File: src/hw/sensor_target_defs.vh
// Constants for the humidity/temperature sensor two-wire target.
// Assumes a 250 MHz ref_clk; times are given in their own units.
`ifndef SENSOR_TARGET_DEFS_VH
`define SENSOR_TARGET_DEFS_VH
`define CLK_MHZ 250
`define SETTLE_MS 100
`define SETTLE_CYC (`SETTLE_MS * 1000 * `CLK_MHZ)
`define CONV_MS 80
`define CONV_CYC (`CONV_MS * 1000 * `CLK_MHZ)
`define TARGET_ADDR 7'h38
`define CMD_TRIGGER 8'hac
`define CMD_STATUS 8'h71
`define CMD_INIT 8'hbe
`define TRIG_PARAM0 8'h33
`define TRIG_PARAM1 8'h00
`define ST_BUSY_BIT 7
`define ST_FIXED_BIT 4
`define ST_CAL_BIT 3
`define CRC_POLY 8'h31
`define CRC_INIT 8'hff
`define RESULT_BYTES 7
`endif

File: src/hw/sensor_target.v
// Two-wire target of a humidity/temperature sensor: framing, address,
// acknowledge, trigger command, status byte and result read-out.
// Assumes scl/sda arrive asynchronously from the pads; open-drain
// pads are resolved outside, sda_oe high pulls the line low.
//
// Behaviour
// RULE1 - Ignore bus until power-up settling elapsed
// RULE2 - Only start-to-stop framed transfers count
// RULE3 - Host ends transfer: sda rises, scl high
// RULE4 - After stop, idle until next start
// RULE5 - Answer only to fixed address 0x38
// RULE6 - Address lsb one reads, zero writes
// RULE7 - Acknowledge each good byte after eighth fall
// RULE8 - Host waits for conversion before reading
// RULE9 - Status bit 7 one while measuring
// RULE10 - Status bit 7 zero when idle
// RULE11 - Status bits 4,3 set means calibrated
// RULE12 - Trigger command carries 0x33 then 0x00
// RULE13 - Six result bytes follow status when idle
// RULE14 - Seventh byte crc-8, poly 0x31, init 0xff
// RULE15 - Wrong address leaves sda released
`include "sensor_target_defs.vh"
`timescale 1ns/1ps
`default_nettype none
module sensor_target #(
  parameter SETTLE_CYC = `SETTLE_CYC,
  parameter CONV_CYC = `CONV_CYC
) (
  input wire ref_clk, // 250 MHz clock
  input wire rst, // Synchronous reset, active high
  input wire scl_in, // Serial clock pin level
  input wire sda_in, // Serial data pin level
  input wire [19:0] hum_sample, // Humidity conversion result
  input wire [19:0] temp_sample, // Temperature conversion result
  output reg sda_oe_ff, // High pulls sda low
  output reg sda_out_ff, // Always low when driving
  output reg ready_ff, // Settling done
  output reg busy_ff, // Measurement in progress
  output reg [7:0] state_byte_ff // Measurement state byte
);
  localparam S_IDLE = 3'd0; // Waiting for start
  localparam S_ADDR = 3'd1; // Shifting address byte
  localparam S_WR = 3'd2; // Receiving command bytes
  localparam S_RD = 3'd3; // Sending bytes
  localparam S_ACK = 3'd4; // Driving acknowledge
  localparam S_MACK = 3'd5; // Sampling host acknowledge

  reg [2:0] scl_s_ff, sda_s_ff; // Three-stage synchronisers
  reg scl_q_ff, sda_q_ff; // Last agreed levels
  reg [31:0] settle_ff; // Power-up settle counter
  reg [31:0] conv_ff; // Conversion counter
  reg [2:0] st_ff; // Protocol state
  reg [2:0] bit_ff; // Bit index within byte
  reg [7:0] sh_ff; // Shift register
  reg rd_ff; // Current transfer is a read
  reg [1:0] wcnt_ff; // Write byte count in transfer
  reg [7:0] cmd_ff; // First command byte
  reg p0_ok_ff; // First parameter byte correct
  reg [2:0] rptr_ff; // Read byte pointer, also the memory slot
  reg cal_ff; // Calibrated flag
  reg [7:0] crc_ff; // Running crc while filling
  reg [2:0] fill_ff; // Fill index
  reg filling_ff; // Result bytes being written
  reg [7:0] fdata; // Fill byte
  reg mem_we; // Memory write strobe
  reg trig_go; // Trigger command complete, one cycle
  reg init_go; // Initialisation command complete, one cycle
  wire [7:0] mem_q; // Memory read data
  wire scl_hi, sda_hi, scl_rise, scl_fall, start_ev, stop_ev;
  wire [7:0] byte_in;
  wire [39:0] frame = {hum_sample, temp_sample}; // Result order

  // crc-8 over one byte, poly x^8+x^5+x^4+1, msb first
  function [7:0] crc8;
    input [7:0] c;
    input [7:0] d;
    integer i;
    reg [7:0] r;
    begin
      r = c ^ d;
      for (i = 0; i < 8; i = i + 1) begin
        r = r[7] ? ((r << 1) ^ `CRC_POLY) : (r << 1);
      end
      crc8 = r;
    end
  endfunction

  // Pin synchronisers; stages 2 and 3 must agree before a change counts
  always @(posedge ref_clk) begin
    if (rst) begin
      scl_s_ff <= 3'h7;
      sda_s_ff <= 3'h7;
      scl_q_ff <= 1'b1;
      sda_q_ff <= 1'b1;
    end else begin
      scl_s_ff <= {scl_s_ff[1:0], scl_in};
      sda_s_ff <= {sda_s_ff[1:0], sda_in};
      if (scl_s_ff[1] == scl_s_ff[2]) begin
        scl_q_ff <= scl_s_ff[2];
      end
      if (sda_s_ff[1] == sda_s_ff[2]) begin
        sda_q_ff <= sda_s_ff[2];
      end
    end
  end

  assign scl_hi = (scl_s_ff[1] == scl_s_ff[2]) ? scl_s_ff[2] : scl_q_ff;
  assign sda_hi = (sda_s_ff[1] == sda_s_ff[2]) ? sda_s_ff[2] : sda_q_ff;
  assign scl_rise = scl_hi & ~scl_q_ff;
  assign scl_fall = ~scl_hi & scl_q_ff;
  // Framing conditions only while clock stays high
  assign start_ev = scl_q_ff & scl_hi & sda_q_ff & ~sda_hi; // RULE2
  assign stop_ev = scl_q_ff & scl_hi & ~sda_q_ff & sda_hi; // RULE3
  assign byte_in = {sh_ff[6:0], sda_hi};
  // Status byte: busy on bit 7; reserved bit 4 reads one alongside the
  // calibrated bit 3, so a host masking with bits 4 and 3 sees it ready
  wire [7:0] nxt_state_byte = {busy_ff, 2'b00, cal_ff, // RULE9 RULE10
    cal_ff, 3'b000}; // RULE11

  // Result byte generator for the fill sequence
  always @* begin
    case (fill_ff)
      3'd0: fdata = nxt_state_byte;
      3'd1: fdata = frame[39:32];
      3'd2: fdata = frame[31:24];
      3'd3: fdata = frame[23:16];
      3'd4: fdata = frame[15:8];
      3'd5: fdata = frame[7:0];
      default: fdata = crc_ff; // RULE14
    endcase
    mem_we = filling_ff;
  end

  result_mem #(.AW(3), .DEPTH(`RESULT_BYTES)) result_mem_i (
    .clk(ref_clk),
    .we(mem_we),
    .waddr(fill_ff),
    .wdata(fdata),
    .raddr(rptr_ff),
    .rdata_ff(mem_q)
  );

  // Settle and conversion timers, status register
  always @(posedge ref_clk) begin
    if (rst) begin
      settle_ff <= 32'h0;
      ready_ff <= 1'b0;
      conv_ff <= 32'h0;
      busy_ff <= 1'b0;
      cal_ff <= 1'b1;
      filling_ff <= 1'b0;
      fill_ff <= 3'h0;
      crc_ff <= `CRC_INIT;
      state_byte_ff <= 8'h00;
    end else begin
      state_byte_ff <= nxt_state_byte;
      // Commands are ignored until the settle window passes
      if (!ready_ff) begin
        if (settle_ff == SETTLE_CYC - 1) begin
          ready_ff <= 1'b1; // RULE1
        end else begin
          settle_ff <= settle_ff + 32'h1;
        end
      end
      // Conversion runs, then the frame is latched into memory
      if (trig_go) begin
        busy_ff <= 1'b1; // RULE9
        conv_ff <= 32'h0;
      end else if (busy_ff) begin
        if (conv_ff == CONV_CYC - 1) begin
          busy_ff <= 1'b0; // RULE10
          filling_ff <= 1'b1;
          fill_ff <= 3'h0;
          crc_ff <= `CRC_INIT;
        end else begin
          conv_ff <= conv_ff + 32'h1;
        end
      end
      if (filling_ff) begin
        crc_ff <= crc8(crc_ff, fdata); // RULE14
        fill_ff <= fill_ff + 3'h1;
        // The crc byte at index 6 is the last one written
        filling_ff <= (fill_ff != 3'd6);
      end
      cal_ff <= cal_ff | init_go; // RULE11
    end
  end

  // Byte-level protocol engine on synchronised edges
  always @(posedge ref_clk) begin
    if (rst) begin
      st_ff <= S_IDLE;
      bit_ff <= 3'h0;
      sh_ff <= 8'h00;
      rd_ff <= 1'b0;
      wcnt_ff <= 2'h0;
      cmd_ff <= 8'h00;
      p0_ok_ff <= 1'b0;
      rptr_ff <= 3'h0;
      sda_oe_ff <= 1'b0;
      sda_out_ff <= 1'b0;
      trig_go <= 1'b0;
      init_go <= 1'b0;
    end else begin
      trig_go <= 1'b0;
      init_go <= 1'b0;
      if (!ready_ff || stop_ev) begin
        st_ff <= S_IDLE; // RULE1 RULE4
        sda_oe_ff <= 1'b0;
      end else if (start_ev) begin
        st_ff <= S_ADDR; // RULE2
        bit_ff <= 3'h0;
        wcnt_ff <= 2'h0;
        sda_oe_ff <= 1'b0;
      end else begin
        case (st_ff)
          S_ADDR, S_WR: begin
            if (scl_rise) begin
              sh_ff <= byte_in;
              bit_ff <= bit_ff + 3'h1;
              if (bit_ff == 3'd7) begin
                st_ff <= S_ACK;
                if (st_ff == S_ADDR) begin
                  rd_ff <= sda_hi; // RULE6
                  rptr_ff <= 3'h0;
                  if (sh_ff[6:0] != `TARGET_ADDR) begin
                    st_ff <= S_IDLE; // RULE5 RULE15
                  end
                end else begin
                  wcnt_ff <= (wcnt_ff == 2'd3) ? wcnt_ff : wcnt_ff + 2'h1;
                  if (wcnt_ff == 2'd0) begin
                    cmd_ff <= byte_in;
                    init_go <= (byte_in == `CMD_INIT);
                  end else if (wcnt_ff == 2'd1) begin
                    p0_ok_ff <= (byte_in == `TRIG_PARAM0);
                  end else if (wcnt_ff == 2'd2) begin
                    // RULE12 RULE8
                    trig_go <= (cmd_ff == `CMD_TRIGGER) & p0_ok_ff &
                      (byte_in == `TRIG_PARAM1) & ~busy_ff;
                  end
                end
              end
            end
          end
          S_ACK: begin
            if (scl_fall) begin
              if (!sda_oe_ff) begin
                sda_oe_ff <= 1'b1; // RULE7
              end else begin
                sda_oe_ff <= 1'b0;
                bit_ff <= 3'h0;
                if (rd_ff) begin
                  st_ff <= S_RD;
                  sh_ff <= state_byte_ff;
                  sda_oe_ff <= ~state_byte_ff[7];
                end else begin
                  st_ff <= S_WR;
                end
              end
            end
          end
          S_RD: begin
            if (scl_fall) begin
              bit_ff <= bit_ff + 3'h1;
              if (bit_ff == 3'd7) begin
                st_ff <= S_MACK;
                sda_oe_ff <= 1'b0;
                rptr_ff <= rptr_ff + 3'h1;
              end else begin
                sh_ff <= {sh_ff[6:0], 1'b0};
                sda_oe_ff <= ~sh_ff[6];
              end
            end
          end
          S_MACK: begin
            // Host nack ends the read; stop follows
            if (scl_rise && sda_hi) begin
              st_ff <= S_IDLE; // RULE14
            end else if (scl_fall) begin
              bit_ff <= 3'h0;
              st_ff <= S_RD;
              // Live status went out first; slot k of the latched frame
              // holds read byte k, so the pointer addresses it directly
              sh_ff <= mem_q; // RULE13
              sda_oe_ff <= ~mem_q[7]; // RULE13
            end
          end
          // Idle and unused codes: wait for a start with sda released
          default: begin
            st_ff <= S_IDLE;
            sda_oe_ff <= 1'b0;
          end
        endcase
      end
    end
  end
endmodule // sensor_target
`default_nettype wire

File: src/hw/result_mem.v
// Small result memory: seven bytes of measurement frame with crc.
// Assumes one clock; read data is registered.
`timescale 1ns/1ps
`default_nettype none
module result_mem #(
  parameter AW = 3,
  parameter DEPTH = 7
) (
  input wire clk, // Clock
  input wire we, // Write strobe
  input wire [AW-1:0] waddr, // Write address
  input wire [7:0] wdata, // Write data
  input wire [AW-1:0] raddr, // Read address
  output reg [7:0] rdata_ff // Registered read data
);
  reg [7:0] mem [0:DEPTH-1]; // Storage

  // Write port and registered read port
  always @(posedge clk) begin
    if (we) begin
      mem[waddr] <= wdata;
    end
    rdata_ff <= mem[raddr];
  end
endmodule // result_mem
`default_nettype wire

File: config.mk
export PLATFORM = sky130hd
export DESIGN_NAME = sensor_target
export DESIGN_NICKNAME = d
export VERILOG_FILES = /design/src/hw/sensor_target.v /design/src/hw/result_mem.v
export VERILOG_INCLUDE_DIRS = /design/src /design/src/hw
export SDC_FILE = /design/constraint.sdc
export NUM_CORES = 1
export LEC_CHECK = 0
export ABC_AREA = 1
export BUFFER_PORTS_ARGS = -buffer_cell sky130_fd_sc_hd__buf_4
export CORE_ASPECT_RATIO = 1.2
export CORE_MARGIN = 2
export CORE_UTILIZATION = 62
export CTS_BUF_LIST = sky130_fd_sc_hd__clkbuf_16
export CTS_CLUSTER_DIAMETER = 200
export DETAILED_ROUTE_END_ITERATION = 7
export PLACE_DENSITY = 0.78
export SLEW_MARGIN = 20
export SYNTH_ARGS = -nofsm -noshare
export SYNTH_HDL_FRONTEND = slang
export SYNTH_SLANG_ARGS = --single-unit
File: constraint.sdc
create_clock -name ref_clk -period 2.41 [get_ports ref_clk]
set_input_delay 0 -clock ref_clk [delete_from_list [all_inputs] [get_ports ref_clk]]
set_output_delay 0 -clock ref_clk [all_outputs]
set_load 0.05 [all_outputs]
* Word level (Yosys, flattened, before mapping)
Memories as Yosys holds them, arrays and structs flattened. A register that Yosys moved wholly into a read port is not among the register bits. Index checks and enable logic that the tools add are counted.
Word-level totals: RAM bits 56, bits of input ports 44, memories 1, word-level logic and storage cells 232, register bits 126
Operators by class: muxes and demuxes 80, bitwise gates (word level) 39, equality and inequality tests 47, add/sub/neg operators 6, reductions and logical operators 33
Memories:
- result_mem_i.mem | words 7, bits a word 8, rd ports 1, clocked after Yosys merged registers in 1, write ports 1, line result_mem.v:16 | reg [7:0] mem [0:DEPTH-1];
Operators with widths (count):
- 3-bit 2-to-1 mux | 26
- 32-bit by 1-bit adder with 32-bit output, second input constant | 2
- 32-bit by 25-bit equality test with 1-bit output, second input constant | 2
- 7-bit 2-to-1 mux | 8
- 6-bit 2-to-1 mux | 8
- 8-bit one-hot mux with 6 select lines | 1
- 8-bit 2-to-1 mux | 4
- 3-bit inequality test, second input constant | 10
- 2-bit inequality test, second input constant | 14
- 7-bit one-hot mux with 4 select lines | 1
- 3-bit NOT | 8
- 3-bit one-hot mux with 4 select lines | 2
- 8-bit AND reduction | 3
- 1-bit 2-to-1 mux | 22
- 7-bit AND reduction | 3
- 1-bit NOT | 19
- 8-bit equality test, second input constant | 2
- 3-bit equality test, second input constant | 5
- 3-bit by 2-bit equality test with 1-bit output, second input constant | 4
- 2-bit 2-to-1 mux | 6
- 6-bit AND reduction | 2
- 2-bit nonzero test | 6
- 11-bit AND reduction | 1
- 1-bit AND | 10
- 28 further kinds | 36

* Longest topological paths before layout
Gate-level depths: netlist (run 1).
word-level depth 20, depth in mapped cells 22, mapped depth without buffers 21

* Modules after synthesis
A second synthesis (run 1) with hierarchy kept.
Second synthesis, totals: cells, all modules 1367, area, all modules 9942.0 um2
Modules (own cells, without submodules):
- sensor_target | times used 1, area an instance 7355.8 um2, seq. area each 2402.3 um2, cells an instance 1132
- result_mem | times used 1, area an instance 2586.2 um2, seq. area each 1841.8 um2, cells an instance 235

* Least setup slack after synthesis (run 1)
OpenSTA, ideal clock, no wires.
kind reg-to-reg, from register fill_ff[2], to register crc_ff[2], stages on the path, launching flop included 20, library setup time 0.125 ns, arrival 2.023 ns, period minus slack after synthesis 2.148 ns, setup slack 0.262 ns, cell sequence dfxtp_1 inv_2 buf_6 ha_1 buf_4 inv_1 nand3_2 nor2_4 buf_6 nor2_1 nand2_1 nand2_1 nand2_1 nand2_1 nand2_1 nand2_2 nand2_1 nand2_1 o22ai_1 nand2_1
On the way: word-level cells in the longest chain between the ends 12, elaborated cells on any way between the ends 17, classes of those cells 5 x eq/ne; 8 x mux; 3 x bitwise; 1 x reduce/logical
Ends and longest elaborated chain:
- start: declaration | line sensor_target.v:62 | reg [2:0] fill_ff;
- start signal: assignment | line sensor_target.v:181 | fill_ff <= fill_ff + 3'h1;
- 3-bit equality test, or another cell as far along | line sensor_target.v:122 | case (fill_ff)
- 8-bit one-hot mux with 6 select lines (*) | line sensor_target.v:122
- 8-bit bitwise XOR (*) | line sensor_target.v:80 | r = c ^ d;
- 6-bit 2-to-1 mux | line sensor_target.v:82 | r = r[7] ? ((r << 1) ^ `CRC_POLY) : (r << 1);
- 3-bit NOT (no line)
- 6-bit 2-to-1 mux | line sensor_target.v:82
- 3-bit NOT (no line)
- 6-bit 2-to-1 mux (*) (4 in a row) | line sensor_target.v:82
- 8-bit 2-to-1 mux (*) | line sensor_target.v:179 | if (filling_ff) begin
- end signal: assignment | line sensor_target.v:153 | crc_ff <= `CRC_INIT;
- end signal: assignment | line sensor_target.v:174 | crc_ff <= `CRC_INIT;
- end signal: assignment | line sensor_target.v:180 | crc_ff <= crc8(crc_ff, fdata);
- end: declaration | line sensor_target.v:61 | reg [7:0] crc_ff;
Mark *: on every way between the ends. The rest lies on a longest branch, timed or not. A chain may end at the register's enable or synchronous reset.

* Worst setup path after layout (run 1)
from register fill_ff[0], to register crc_ff[7]
On the way: word-level cells in the longest chain between the ends 12, elaborated cells on any way between the ends 20, classes of those cells 5 x eq/ne; 8 x mux; 6 x bitwise; 1 x reduce/logical
Ends and longest elaborated chain (line):
- 3-bit equality test, or another cell as far along | sensor_target.v:122
- 8-bit one-hot mux with 6 select lines (*) | sensor_target.v:122
- 8-bit bitwise XOR (*) | sensor_target.v:80
- 6-bit 2-to-1 mux (4 in a row) | sensor_target.v:82
- 3-bit NOT (no line)
- 6-bit 2-to-1 mux | sensor_target.v:82
- 3-bit NOT (no line)
- 6-bit 2-to-1 mux (*) | sensor_target.v:82
- 8-bit 2-to-1 mux (*) | sensor_target.v:179
Marks and branches as above.

==> results.md, run 1 <==
* Die Y-Extent at 141 um
* Number of remaining DRC errors at 0
* Power share of the combinational group at 2.5%
* Max_slew headroom at 52.8%
* Syn. warnings at 0
* Detailed Place HPWL at 16.4 mm
* Ys flop type: dfxtp_1
* R2R Setup Slk at 0.12 ns
* Area Overhead vs Synth at 13.7%
* FF-to-FF path depth at 18
* Crit. End Element: register
* Clock period minus worst slack at 2.29 ns
* Post-Route WL at 22.9 mm
* First-pass GRT wire length at 37.5 mm
* Max-slew violations at 0
* Clock power share at 45.4%
* Congestion Overflow GR at 0
* Reg-to-reg endpoint: crc_ff[7]
* Final Util at 71.5%
* Fmax at 0.436 GHz
* Max Root-Sink Buffers at 2
* CP Class: reg -> reg
* Worst-Skew Late Latency at 0.44 ns
* Post-route insts no fill at 1586
* Async set or reset register ratio after synthesis at 0%
* Sequential cell area at 4250 um^2
* Sequential area share after synthesis at 43.5%
* Post-synthesis cell area at 9770 um^2
* Root Driver: clkbuf_16
* Vias in the first global route at 8192
* Place WS at 0.0417 ns
* Seq pwr share at 52.1%
* Outcome: complete, no violations
* Worst R2R Start: fill_ff[0]
* # setup viols final at 0
* Post-synth EDFFs at 56
* Worst setup margin at 0.119 ns
* Most common cell after layout, fill and taps aside: nand2_1
* DR WL/cell at 14.4 um
* Req. time, crit path at 2.75 ns
* Antenna Nets Post-Route at 0
* Iteration-0 DRC count of the detailed router at 561
* Sw Share at 22.2%
* Gate Count Post-Synth at 1301
* Starting Density at 63.0%
* Seq cells post-synth at 184
* Multi-input logic area at 4800 um^2
* Max-cap violations at 0
* Fill cell count at 1281
* Cell count after placement at 1546
* Vias per cell at 5.53
* Worst-path clk slew at 0.08 ns
* Pwr dens at 550 nW/um^2
* Post-synthesis cell type count at 52
* Skew final at 0.0145 ns
* Total power at 6.11 mW
* Placeable Area at 15500 um^2
* Crit path max fanout at 7
* DIE AREA at 16800 um^2
* TritonRoute pass-1 iters at 5
* Gpl congestion at 0.960
* Worst Hold Depth at 5
* HP Start: temp_sample[10]
* Layout cells sized above 1 at 15.1%
* Synthesized area per cell at 7.51 um^2
* CTS tree: yes
* Worst hold path type: in -> reg
* Diodes inserted at 0
* # H-tree levels at 4
* CTS Sinks at 184
* P_sw at 1.35 mW
* GRT Total Usage at 27.4%
* Initial antenna violation count at 0
* Leakage at 4.30 nW
* WHS Endpoint: result_mem_i.mem[4][2]
* CTS buffer count at 17
* Tightest Pin Transition at 0.708 ns
* # rows at 50
* Max VDD drop at 0.584 mV
* CP arrival at 2.63 ns
* CP Launch Type: register
* Most frequent cells in the layout: nand2_1, dfxtp_1, inv_1
* Tcrit/Tclk final at 95.1%
* Hold_ws at 0.153 ns
* # nets final at 1423
* Vias at 8770
* Die width at 119 um
* Pint at 4.75 mW
* Final hold vios at 0
* Largest net degree at the start of global routing at 31
* I/O pins at 56
* PortBufs at 49
==> worst max-delay path by stage <==
stage	from	endpoint	cells after the start
final	fill_ff[0]	crc_ff[7]	18
after global routing	fill_ff[0]	crc_ff[7]	18
after CTS	fill_ff[0]	crc_ff[7]	19
after detailed placement	fill_ff[1]	crc_ff[7]	19
after global placement	fill_ff[1]	crc_ff[5]	19
after floorplan	fill_ff[2]	crc_ff[2]	19
==> registers in the layout, indices dropped and copies added (netlist names), 7 cells and up <==
signal	count
cmd_ff	8
conv_ff	32
crc_ff	8
result_mem_i.mem	56
result_mem_i.rdata_ff	8
settle_ff	32
sh_ff	7
==> Yosys cell counts (10+ instances only) <==
cell type	instances	area (um^2)
nand4_1	24	150
o22ai_1	10	62.6
a21oi_1	107	536
buf_6	10	113
nand3_1	50	250
nor3_1	50	250
nand3_2	11	110
ha_1	14	175
nand2_2	16	100
o21ai_0	69	345
nand2_1	341	1280
edfxtp_1	56	1680
nor2_1	109	409
inv_2	19	71.3
inv_1	119	447
clkbuf_1	19	71.3
dfxtp_1	128	2560
xor2_1	39	342
nor4_1	21	131
==> power groups by stage <==
stage / Sequential [mW] / Combinational (mW) / Clock, mW
floorplan: 3.25 / 0.0810 / 0
global placement: 3.25 / 0.148 / 0
detailed placement: 3.25 / 0.148 / 0
CTS: 3.18 / 0.153 / 2.81
global route: 3.18 / 0.164 / 2.92
finish: 3.18 / 0.153 / 2.77
==> cell type report <==
type / count / area share [%]
flip-flops and latches: 184 / 38.3
repair buffers: 86 / 5.99
clock inverters: 14 / 1.21
multi-input cells: 935 / 43.3
clock buffers: 18 / 4.06
inverters: 141 / 4.82
well taps: 208 / 2.34
==> logic make-up (layout without fill, tap and decap cells) <==
kind of cell | count (synthesis) | in the layout | synth area share [%]
AO/OA/AOI/OAI | 219 | 219 | 12.3
XOR/XNOR | 40 | 40 | 3.59
adder cells (fa/ha/maj) | 14 | 14 | 1.79
buffers and inverters | 187 | 259 | 8.40
flip-flops | 184 | 184 | 43.5
other | 1 | 6 | 0.0384
AND/OR/NAND/NOR | 656 | 656 | 30.5
==> repair_timing <==
item | in CTS | in global routing
gates resized for setup | 0 | 31
endpoints found under the hold margin | 14 | 0
setup buffers | 0 | 5
endpoints found under the setup margin | 0 | 8
hold buffers | 3 | 0
==> worst max-delay path: stages, from the launching register on <==
cell and delay (ns):
dfxtp_4 0.38, clkinvlp_4 0.14, ha_4 0.21, inv_2 0.06, nand3_2 0.09, nor2_4 0.20, buf_6 0.15, buf_4 0.11
nor3_2 0.04, nand2_1 0.07, nand2_2 0.07, inv_1 0.10, nand2_2 0.07, nand3_1 0.13, nand2_2 0.08, nand2_1 0.06
nand3_1 0.07, nand2_1 0.09, nand2_1 0.05
==> per-stage QoR <==
step	cell area, um^2	TNS [ns]
finish	11100	0
global route	11100	-0.0670
CTS	11000	0
detailed placement	10300	0
global placement	10300	0
floorplan	9790	0
==> layer usage <==
metal,global-route usage [%],up-vias,share of wire [%]
met2,47.8,280,50
met4,10.4,0,2.3
met1,33.7,3998,42
met3,5.14,51,5.3
li1,-,4441,-
met5,0,-,0
Note: power is estimated with default switching activity, not from simulation.
==> inputs of run 2 (changes only) <==
--- a/config.mk
+++ b/config.mk
@@ -14,6 +14,7 @@
 export CTS_BUF_LIST = sky130_fd_sc_hd__clkbuf_16
 export CTS_CLUSTER_DIAMETER = 200
 export DETAILED_ROUTE_END_ITERATION = 7
+export GPL_TIMING_DRIVEN = 0
 export PLACE_DENSITY = 0.78
 export SLEW_MARGIN = 20
 export SYNTH_ARGS = -nofsm -noshare
==> run 2 against run 1 <==
Net effect:
- register-to-register slack got worse by 0.06 ns
- via count increased by 3.7%
- worst hold slack got worse by 0.031 ns
- utilization increased by 1.5 points
==> results.md, run 2 (synthesis gave the netlist of run 1 again) <==
* Outcome: complete, no violations
* Number of remaining DRC errors at 0 (unchanged)
* DIE AREA at 16800 um^2 (unchanged)
* Max VDD drop at 0.531 mV (-9.1%)
* # nets final at 1449 (+1.8%)
* Vias at 9095 (+3.7%)
* Antenna Nets Post-Route at 0 (unchanged)
* Max FFs per register at 56 (unchanged)
* CP max-delay cell: dfxtp_4
* Pwr dens at 549 nW/um^2 (-0.28%)
* PortBufs at 48 (-2.0%)
* CTS tree: yes
* Diodes inserted at 0 (unchanged)
* Final hold vios at 0 (unchanged)
* Max_slew headroom at 45.1% (-7.7 points)
* Max Root-Sink Buffers at 2 (unchanged)
* Largest net degree at the start of global routing at 17 (-45%)
* Post-Route WL at 25.2 mm (+9.8%)
* Iteration-0 DRC count of the detailed router at 762 (+36%)
* Fill cell count at 1275 (-0.47%)
* Worst-path clk slew at 0.07 ns (about the same)
* Setup TNS at 0 ns (unchanged)
* Layout cells sized above 1 at 16.0% (+0.93 points)
* TritonRoute pass-1 iters at 6 (+1)
* Multi-input logic area at 4850 um^2 (+0.96%)
* Crit path largest cell delay at 0.41 ns (+0.03 ns)
* Vias in the first global route at 8458 (+3.2%)
* CP Class: reg -> reg
* CTS Sinks at 184 (unchanged)
* DR WL/cell at 15.6 um (+8.0%)
* # H-tree levels at 4 (unchanged)
* Max-cap violations at 0 (unchanged)
* Fmax at 0.425 GHz (-2.6%)
* Sequential cell area at 4250 um^2 (about the same)
* GRT Total Usage at 29.6% (+2.2 points)
* # setup viols final at 0 (unchanged)
* Tightest Pin Transition at 0.821 ns (+0.113 ns)
* Worst hold path type: in -> reg
* Tcrit/Tclk final at 97.6% (+2.5 points)
* Worst Hold Depth at 2 (-3)
* Worst setup margin at 0.0576 ns (-0.0614 ns)
* Die width at 119 um (unchanged)
* Skew final at 0.00767 ns (-0.00678 ns)
* Most common cell after layout, fill and taps aside: nand2_1
* # rows at 50 (unchanged)
* Initial antenna violation count at 0 (unchanged)
* CTS buffer count at 17 (unchanged)
* Worst-Skew Late Latency at 0.43 ns (about the same)
* I/O pins at 56 (unchanged)
* CP dominant cell by count: nand2_2
* Crit-path cells: inv_4 -> ha_1 -> buf_6 -> inv_4 -> nand3_4 -> nor2_4 -> nor2_2 -> nand2_2 -> nand2_2 -> nand2_2 -> nand2_2 -> nand2_2 -> nand2_2 -> nand2_2 -> nand2_2 -> nand2_2 -> nand2_2 -> nand2_1 -> nand3_1 -> nand2_1 -> nand2_1
* Placeable Area at 15500 um^2 (unchanged)
* Largest registers: result_mem_i.mem: 56 flops, conv_ff: 32 flops, settle_ff: 32 flops
* Congestion Overflow GR at 0 (unchanged)
* FF-to-FF path depth at 21 (+3)
* Die Y-Extent at 141 um (unchanged)
* Detailed Place HPWL at 17.8 mm (+8.6%)
* Most frequent cells in the layout: nand2_1, dfxtp_1, inv_1
* Place WS at -0.239 ns (-0.280 ns)
* Starting Density at 63.0% (unchanged)
* First-pass GRT wire length at 39.8 mm (+6.3%)
* Crit path max fanout at 7 (unchanged)
* Vias per cell at 5.64 (+2.0%)
* Max-slew violations at 0 (unchanged)
* Req. time, crit path at 2.74 ns (about the same)
* Leakage at 4.40 nW (+2.1%)
* Gpl congestion at 0.964 (+0.43%)
* Crit. End Element: register
* Clock period minus worst slack at 2.35 ns (+0.0614 ns)
* Root Driver: clkbuf_16
* Reg with most FFs: result_mem_i.mem
* CP Launch Type: register
* Total power at 6.22 mW (+1.9%)
* CP arrival at 2.68 ns (+0.05 ns)
* Area Overhead vs Synth at 16.1%
==> run 2: cell types whose count changed in the layout (fill, tap and decap cells not counted), sizes merged <==
cell,delta
clkbuf,+22
buf,+8
inv,-5
clkinv,+1
clkinvlp,+1
dlygate4sd3,-1
==> run 2: routing by layer <==
| metal | vias up | share of wire, % | routed length, um | GRT usage (%) |
|---|---|---|---|---|
| li1 | 4500 | - | - | - |
| met1 | 4216 | 41 | 10400 | 36.0 |
| met2 | 310 | 51 | 12800 | 53.0 |
| met3 | 69 | 4.8 | 1220 | 3.82 |
| met4 | 0 | 3.1 | 776 | 12.2 |
| met5 | - | 0 | 0 | 0 |
==> run 2: worst max-delay path, delay by kind of cell, from the launching register on <==
kind                     cells  cell delay [ns]
AND/OR/NAND/NOR             17             1.32
buffers and inverters        3             0.30
flip-flops                   1             0.41
adder cells (fa/ha/maj)      1             0.20
==> run 2: layout make-up <==
cell class              count  area share (%)
flip-flops and latches    184            37.5
clock buffers              21            4.63
clock inverters            11           0.805
repair buffers             66            4.56
inverters                 141            4.79
well taps                 208            2.29
multi-input cells         935            42.8
plain buffers              46            2.65
==> run 2: where the power goes <==
part           total [mW]  internal [mW]  switching [mW]  leakage (nW)
Sequential           3.18           3.18         0.00580          1.55
Combinational       0.167         0.0707          0.0967          2.54
Clock                2.87           1.66            1.21         0.308
==> run 2: metrics by stage <==
step	std cells	util [%]	cell area, um^2	hold WS (ns)
4_1_cts	1602	71.7	11100	0.128
5_1_grt	1612	73.1	11300	0.127
6_report	1612	73.1	11300	0.122
3_5_place_dp	1562	67.1	10400	0.197
2_1_floorplan	1306	-	9790	0.104
3_3_place_gp	1562	67.1	10400	0.188
==> run 2: path summary, 6_finish.rpt <==
kind                             startpoint          end  slack [ns]
worst max-delay path             fill_ff[1]    crc_ff[5]        0.06
worst max register to register   fill_ff[1]    crc_ff[5]        0.06
worst min register to register  sda_s_ff[0]  sda_s_ff[1]        0.41
worst min-delay path                    rst  sda_s_ff[0]        0.12
==> run 2: what timing repair did <==
action	in CTS	in global routing
hold buffers	2	0
pin swaps	3	20
buffers inserted	6	10
endpoints found under the hold margin	2	0
setup endpoints to repair	15	9
resized for setup	11	35
==> inputs of run 3 (changes only) <==
--- a/config.mk
+++ b/config.mk
@@ -10,12 +10,12 @@
 export BUFFER_PORTS_ARGS = -buffer_cell sky130_fd_sc_hd__buf_4
 export CORE_ASPECT_RATIO = 1.2
 export CORE_MARGIN = 2
-export CORE_UTILIZATION = 62
+export CORE_UTILIZATION = 65
 export CTS_BUF_LIST = sky130_fd_sc_hd__clkbuf_16
 export CTS_CLUSTER_DIAMETER = 200
 export DETAILED_ROUTE_END_ITERATION = 7
 export GPL_TIMING_DRIVEN = 0
-export PLACE_DENSITY = 0.78
+export PLACE_DENSITY = 0.81
 export SLEW_MARGIN = 20
 export SYNTH_ARGS = -nofsm -noshare
 export SYNTH_HDL_FRONTEND = slang
==> constraint.sdc (replaced) <==
create_clock -name ref_clk -period 2.8 [get_ports ref_clk]
set_input_delay 0 -clock ref_clk [delete_from_list [all_inputs] [get_ports ref_clk]]
set_output_delay 0 -clock ref_clk [all_outputs]
set_load 0.05 [all_outputs]
==> run 3 against run 2 <==
Net effect:
- sequential power is 14% lower
- fmax is 6.3% lower
- combinational power is 14% lower
- via count is 2.1% lower
- wire length is 2.6% lower
- worst hold slack worse by 0.061 ns
- highest routed layer unchanged
- sequential share of layout area is 1.0 points higher
- setup slack better by 0.23 ns
- cell area is 2.9% lower
- first-iteration DRC count is 5.9% higher
- critical endpoint is now crc_ff[2]
==> results.md, run 3 (synthesis gave the netlist of run 1 again) <==
* # rows at 49 (-2.0%)
* Hold_ws at 0.0610 ns (-0.0610 ns)
* CP dominant cell by count: nand2_1
* DIE AREA at 16000 um^2 (-4.5%)
* Vias in the first global route at 8658 (+2.4%)
* RSZ-0062 raised after global routing: false
* Worst R2R Start: fill_ff[2]
* Vias at 8901 (-2.1%)
* Max VDD drop at 0.411 mV (-23%)
* Tightest Pin Transition at 0.841 ns (+0.0200 ns)
* HP Start: rst
* Detailed Place HPWL at 18.1 mm (+1.4%)
* Total power at 5.28 mW (-15%)
* Crit path largest cell delay at 0.38 ns (-0.03 ns)
* Worst setup margin at 0.289 ns (+0.232 ns)
* Place WS at 0.187 ns (+0.426 ns)
* CP Class: reg -> reg
* Gpl congestion at 0.961 (-0.28%)
* PortBufs at 48 (unchanged)
* Outcome: complete, no violations
* Diodes inserted at 0 (unchanged)
* Placeable Area at 14800 um^2 (-4.4%)
* Post-route insts no fill at 1593 (-1.2%)
* Worst-path clk slew at 0.07 ns (about the same)
* Leakage at 4.27 nW (-2.8%)
* Clock power share at 45.4% (-0.8 points)
* Die width at 116 um (-2.3%)
* # nets final at 1434 (-1.0%)
* DR WL/cell at 15.4 um (-1.4%)
* CTS tree: yes
* Skew final at 0.00868 ns (+0.00101 ns)
* Crit. End Element: register
* CP arrival at 2.81 ns (+0.13 ns)
* Max_slew headroom at 43.8% (-1.3 points)
* Worst-Skew Late Latency at 0.44 ns (about the same)
* # setup viols final at 0 (unchanged)
* Largest registers: result_mem_i.mem: 56 flops, conv_ff: 32 flops, settle_ff: 32 flops
* Post-cts gate resize count at 0 (-11)
* Crit-path cells: inv_2 -> buf_6 -> ha_1 -> buf_4 -> inv_1 -> nand3_2 -> nor2_4 -> buf_6 -> nor2_1 -> nand2_1 -> nand2_1 -> nand2_1 -> nand2_1 -> nand2_1 -> nand2_2 -> nand2_1 -> nand2_1 -> o22ai_1 -> nand2_1
* Number of remaining DRC errors at 0 (unchanged)
* Initial antenna violation count at 0 (unchanged)
* # H-tree levels at 4 (unchanged)
* Fill cell count at 1249 (-2.0%)
* Max Root-Sink Buffers at 2 (unchanged)
* Max FFs per register at 56 (unchanged)
* CP max-delay cell: dfxtp_1
* Worst hold path type: in -> reg
* Req. time, crit path at 3.10 ns (+0.36 ns)
* CP Launch Type: register
* CTS Sinks at 184 (unchanged)
* GRT Total Usage at 31.5% (+1.9 points)
* First-pass GRT wire length at 40.2 mm (+0.97%)
* Most frequent cells in the layout: nand2_1, dfxtp_1, inv_1
* Max-slew violations at 0 (unchanged)
* Seq pwr share at 51.9% (+0.8 points)
* Setup TNS at 0 ns (unchanged)
* I/O pins at 56 (unchanged)
* Pwr dens at 480 nW/um^2 (-13%)
* Antenna Nets Post-Route at 0 (unchanged)
* Sw Share at 21.4% (+0.31 points)
* Congestion Overflow GR at 0 (unchanged)
* TritonRoute pass-1 iters at 5 (-1)
* Max-cap violations at 0 (unchanged)
* Starting Density at 65.8% (+2.9 points)
* Pint at 4.15 mW (-15%)
* Final hold vios at 0 (unchanged)
* Iteration-0 DRC count of the detailed router at 807 (+5.9%)
* Largest net degree at the start of global routing at 17 (unchanged)
* Area Overhead vs Synth at 12.8%
* Layout cells sized above 1 at 12.9% (-3.1 points)
* CTS buffer count at 17 (unchanged)
* Tcrit/Tclk final at 89.7% (-7.9 points)
* Cell count after placement at 1558 (-0.26%)
* CP Launch Point: fill_ff[2]
* Power share of the combinational group at 2.7% (about the same)
* Die Y-Extent at 138 um (-2.3%)
* Fmax at 0.398 GHz (-6.3%)
* Post-Route WL at 24.5 mm (-2.6%)
* Clock period minus worst slack at 2.51 ns (+0.158 ns)
* Most common cell after layout, fill and taps aside: nand2_1
* P_sw at 1.13 mW (-14%)
* Crit path max fanout at 10 (+3)
* Root Driver: clkbuf_16
* Reg with most FFs: result_mem_i.mem
* Vias per cell at 5.59 (-0.97%)
run 3: layout make-up:
class                      count  area (um^2)  share of cell area (%)
clock inverter                14          131                    1.19
inverter                     141          532                    4.83
buffer                        46          289                    2.62
multi-input combinational    935         4730                    42.9
sequential                   184         4240                    38.5
clock buffer                  18          450                    4.09
timing repair buffer          51          388                    3.52
tap                          204          255                    2.32
run 3: power groups by stage:
stage / logic, mW / clock network, mW / registers, mW
CTS: 0.143 / 2.40 / 2.74
finish: 0.144 / 2.40 / 2.74
global route: 0.156 / 2.52 / 2.74
floorplan: 0.0697 / 0 / 2.80
global placement: 0.139 / 0 / 2.80
detailed placement: 0.141 / 0 / 2.80
run 3: path summary, 6_finish.rpt:
kind / slack, ns / cells after the start / endpoint
hold reg to reg: 0.42 / 1 / sda_s_ff[1]
setup reg to reg: 0.29 / 19 / crc_ff[2]
hold / removal: 0.06 / 2 / sda_s_ff[0]
setup / recovery: 0.29 / 19 / crc_ff[2]
run 3: metal layers:
metal  vias up  track usage (%)  part of all wire (%)
met1      4072             38.2                    42
met2       312             55.2                    50
met4         0             11.8                   2.9
met5         -                0                     0
li1       4457                -                     -
met3        60             5.66                   4.6
run 3: critical path, delay by kind of cell, from the launching register on:
kind                       cells  cell delay [ns]
DFF                            1             0.38
AOI/OAI and AO/OA              1             0.15
buffers and inverters          5             0.66
and+or+nand+nor               12             0.98
adders and majority gates      1             0.20
run 3: per-stage QoR:
step           instance area [um^2]  utilization [%]
6_report                      11000             74.2
3_3_place_gp                  10400             70.1
3_5_place_dp                  10400             70.1
4_1_cts                       11000             74.2
5_1_grt                       11000             74.2
2_1_floorplan                  9790                -
run 3: what timing repair did:
action,4_1_cts,5_1_grt
hold endpoints to repair,2,0
setup buffers,0,1
hold buffers,2,0
setup endpoints to repair,0,4
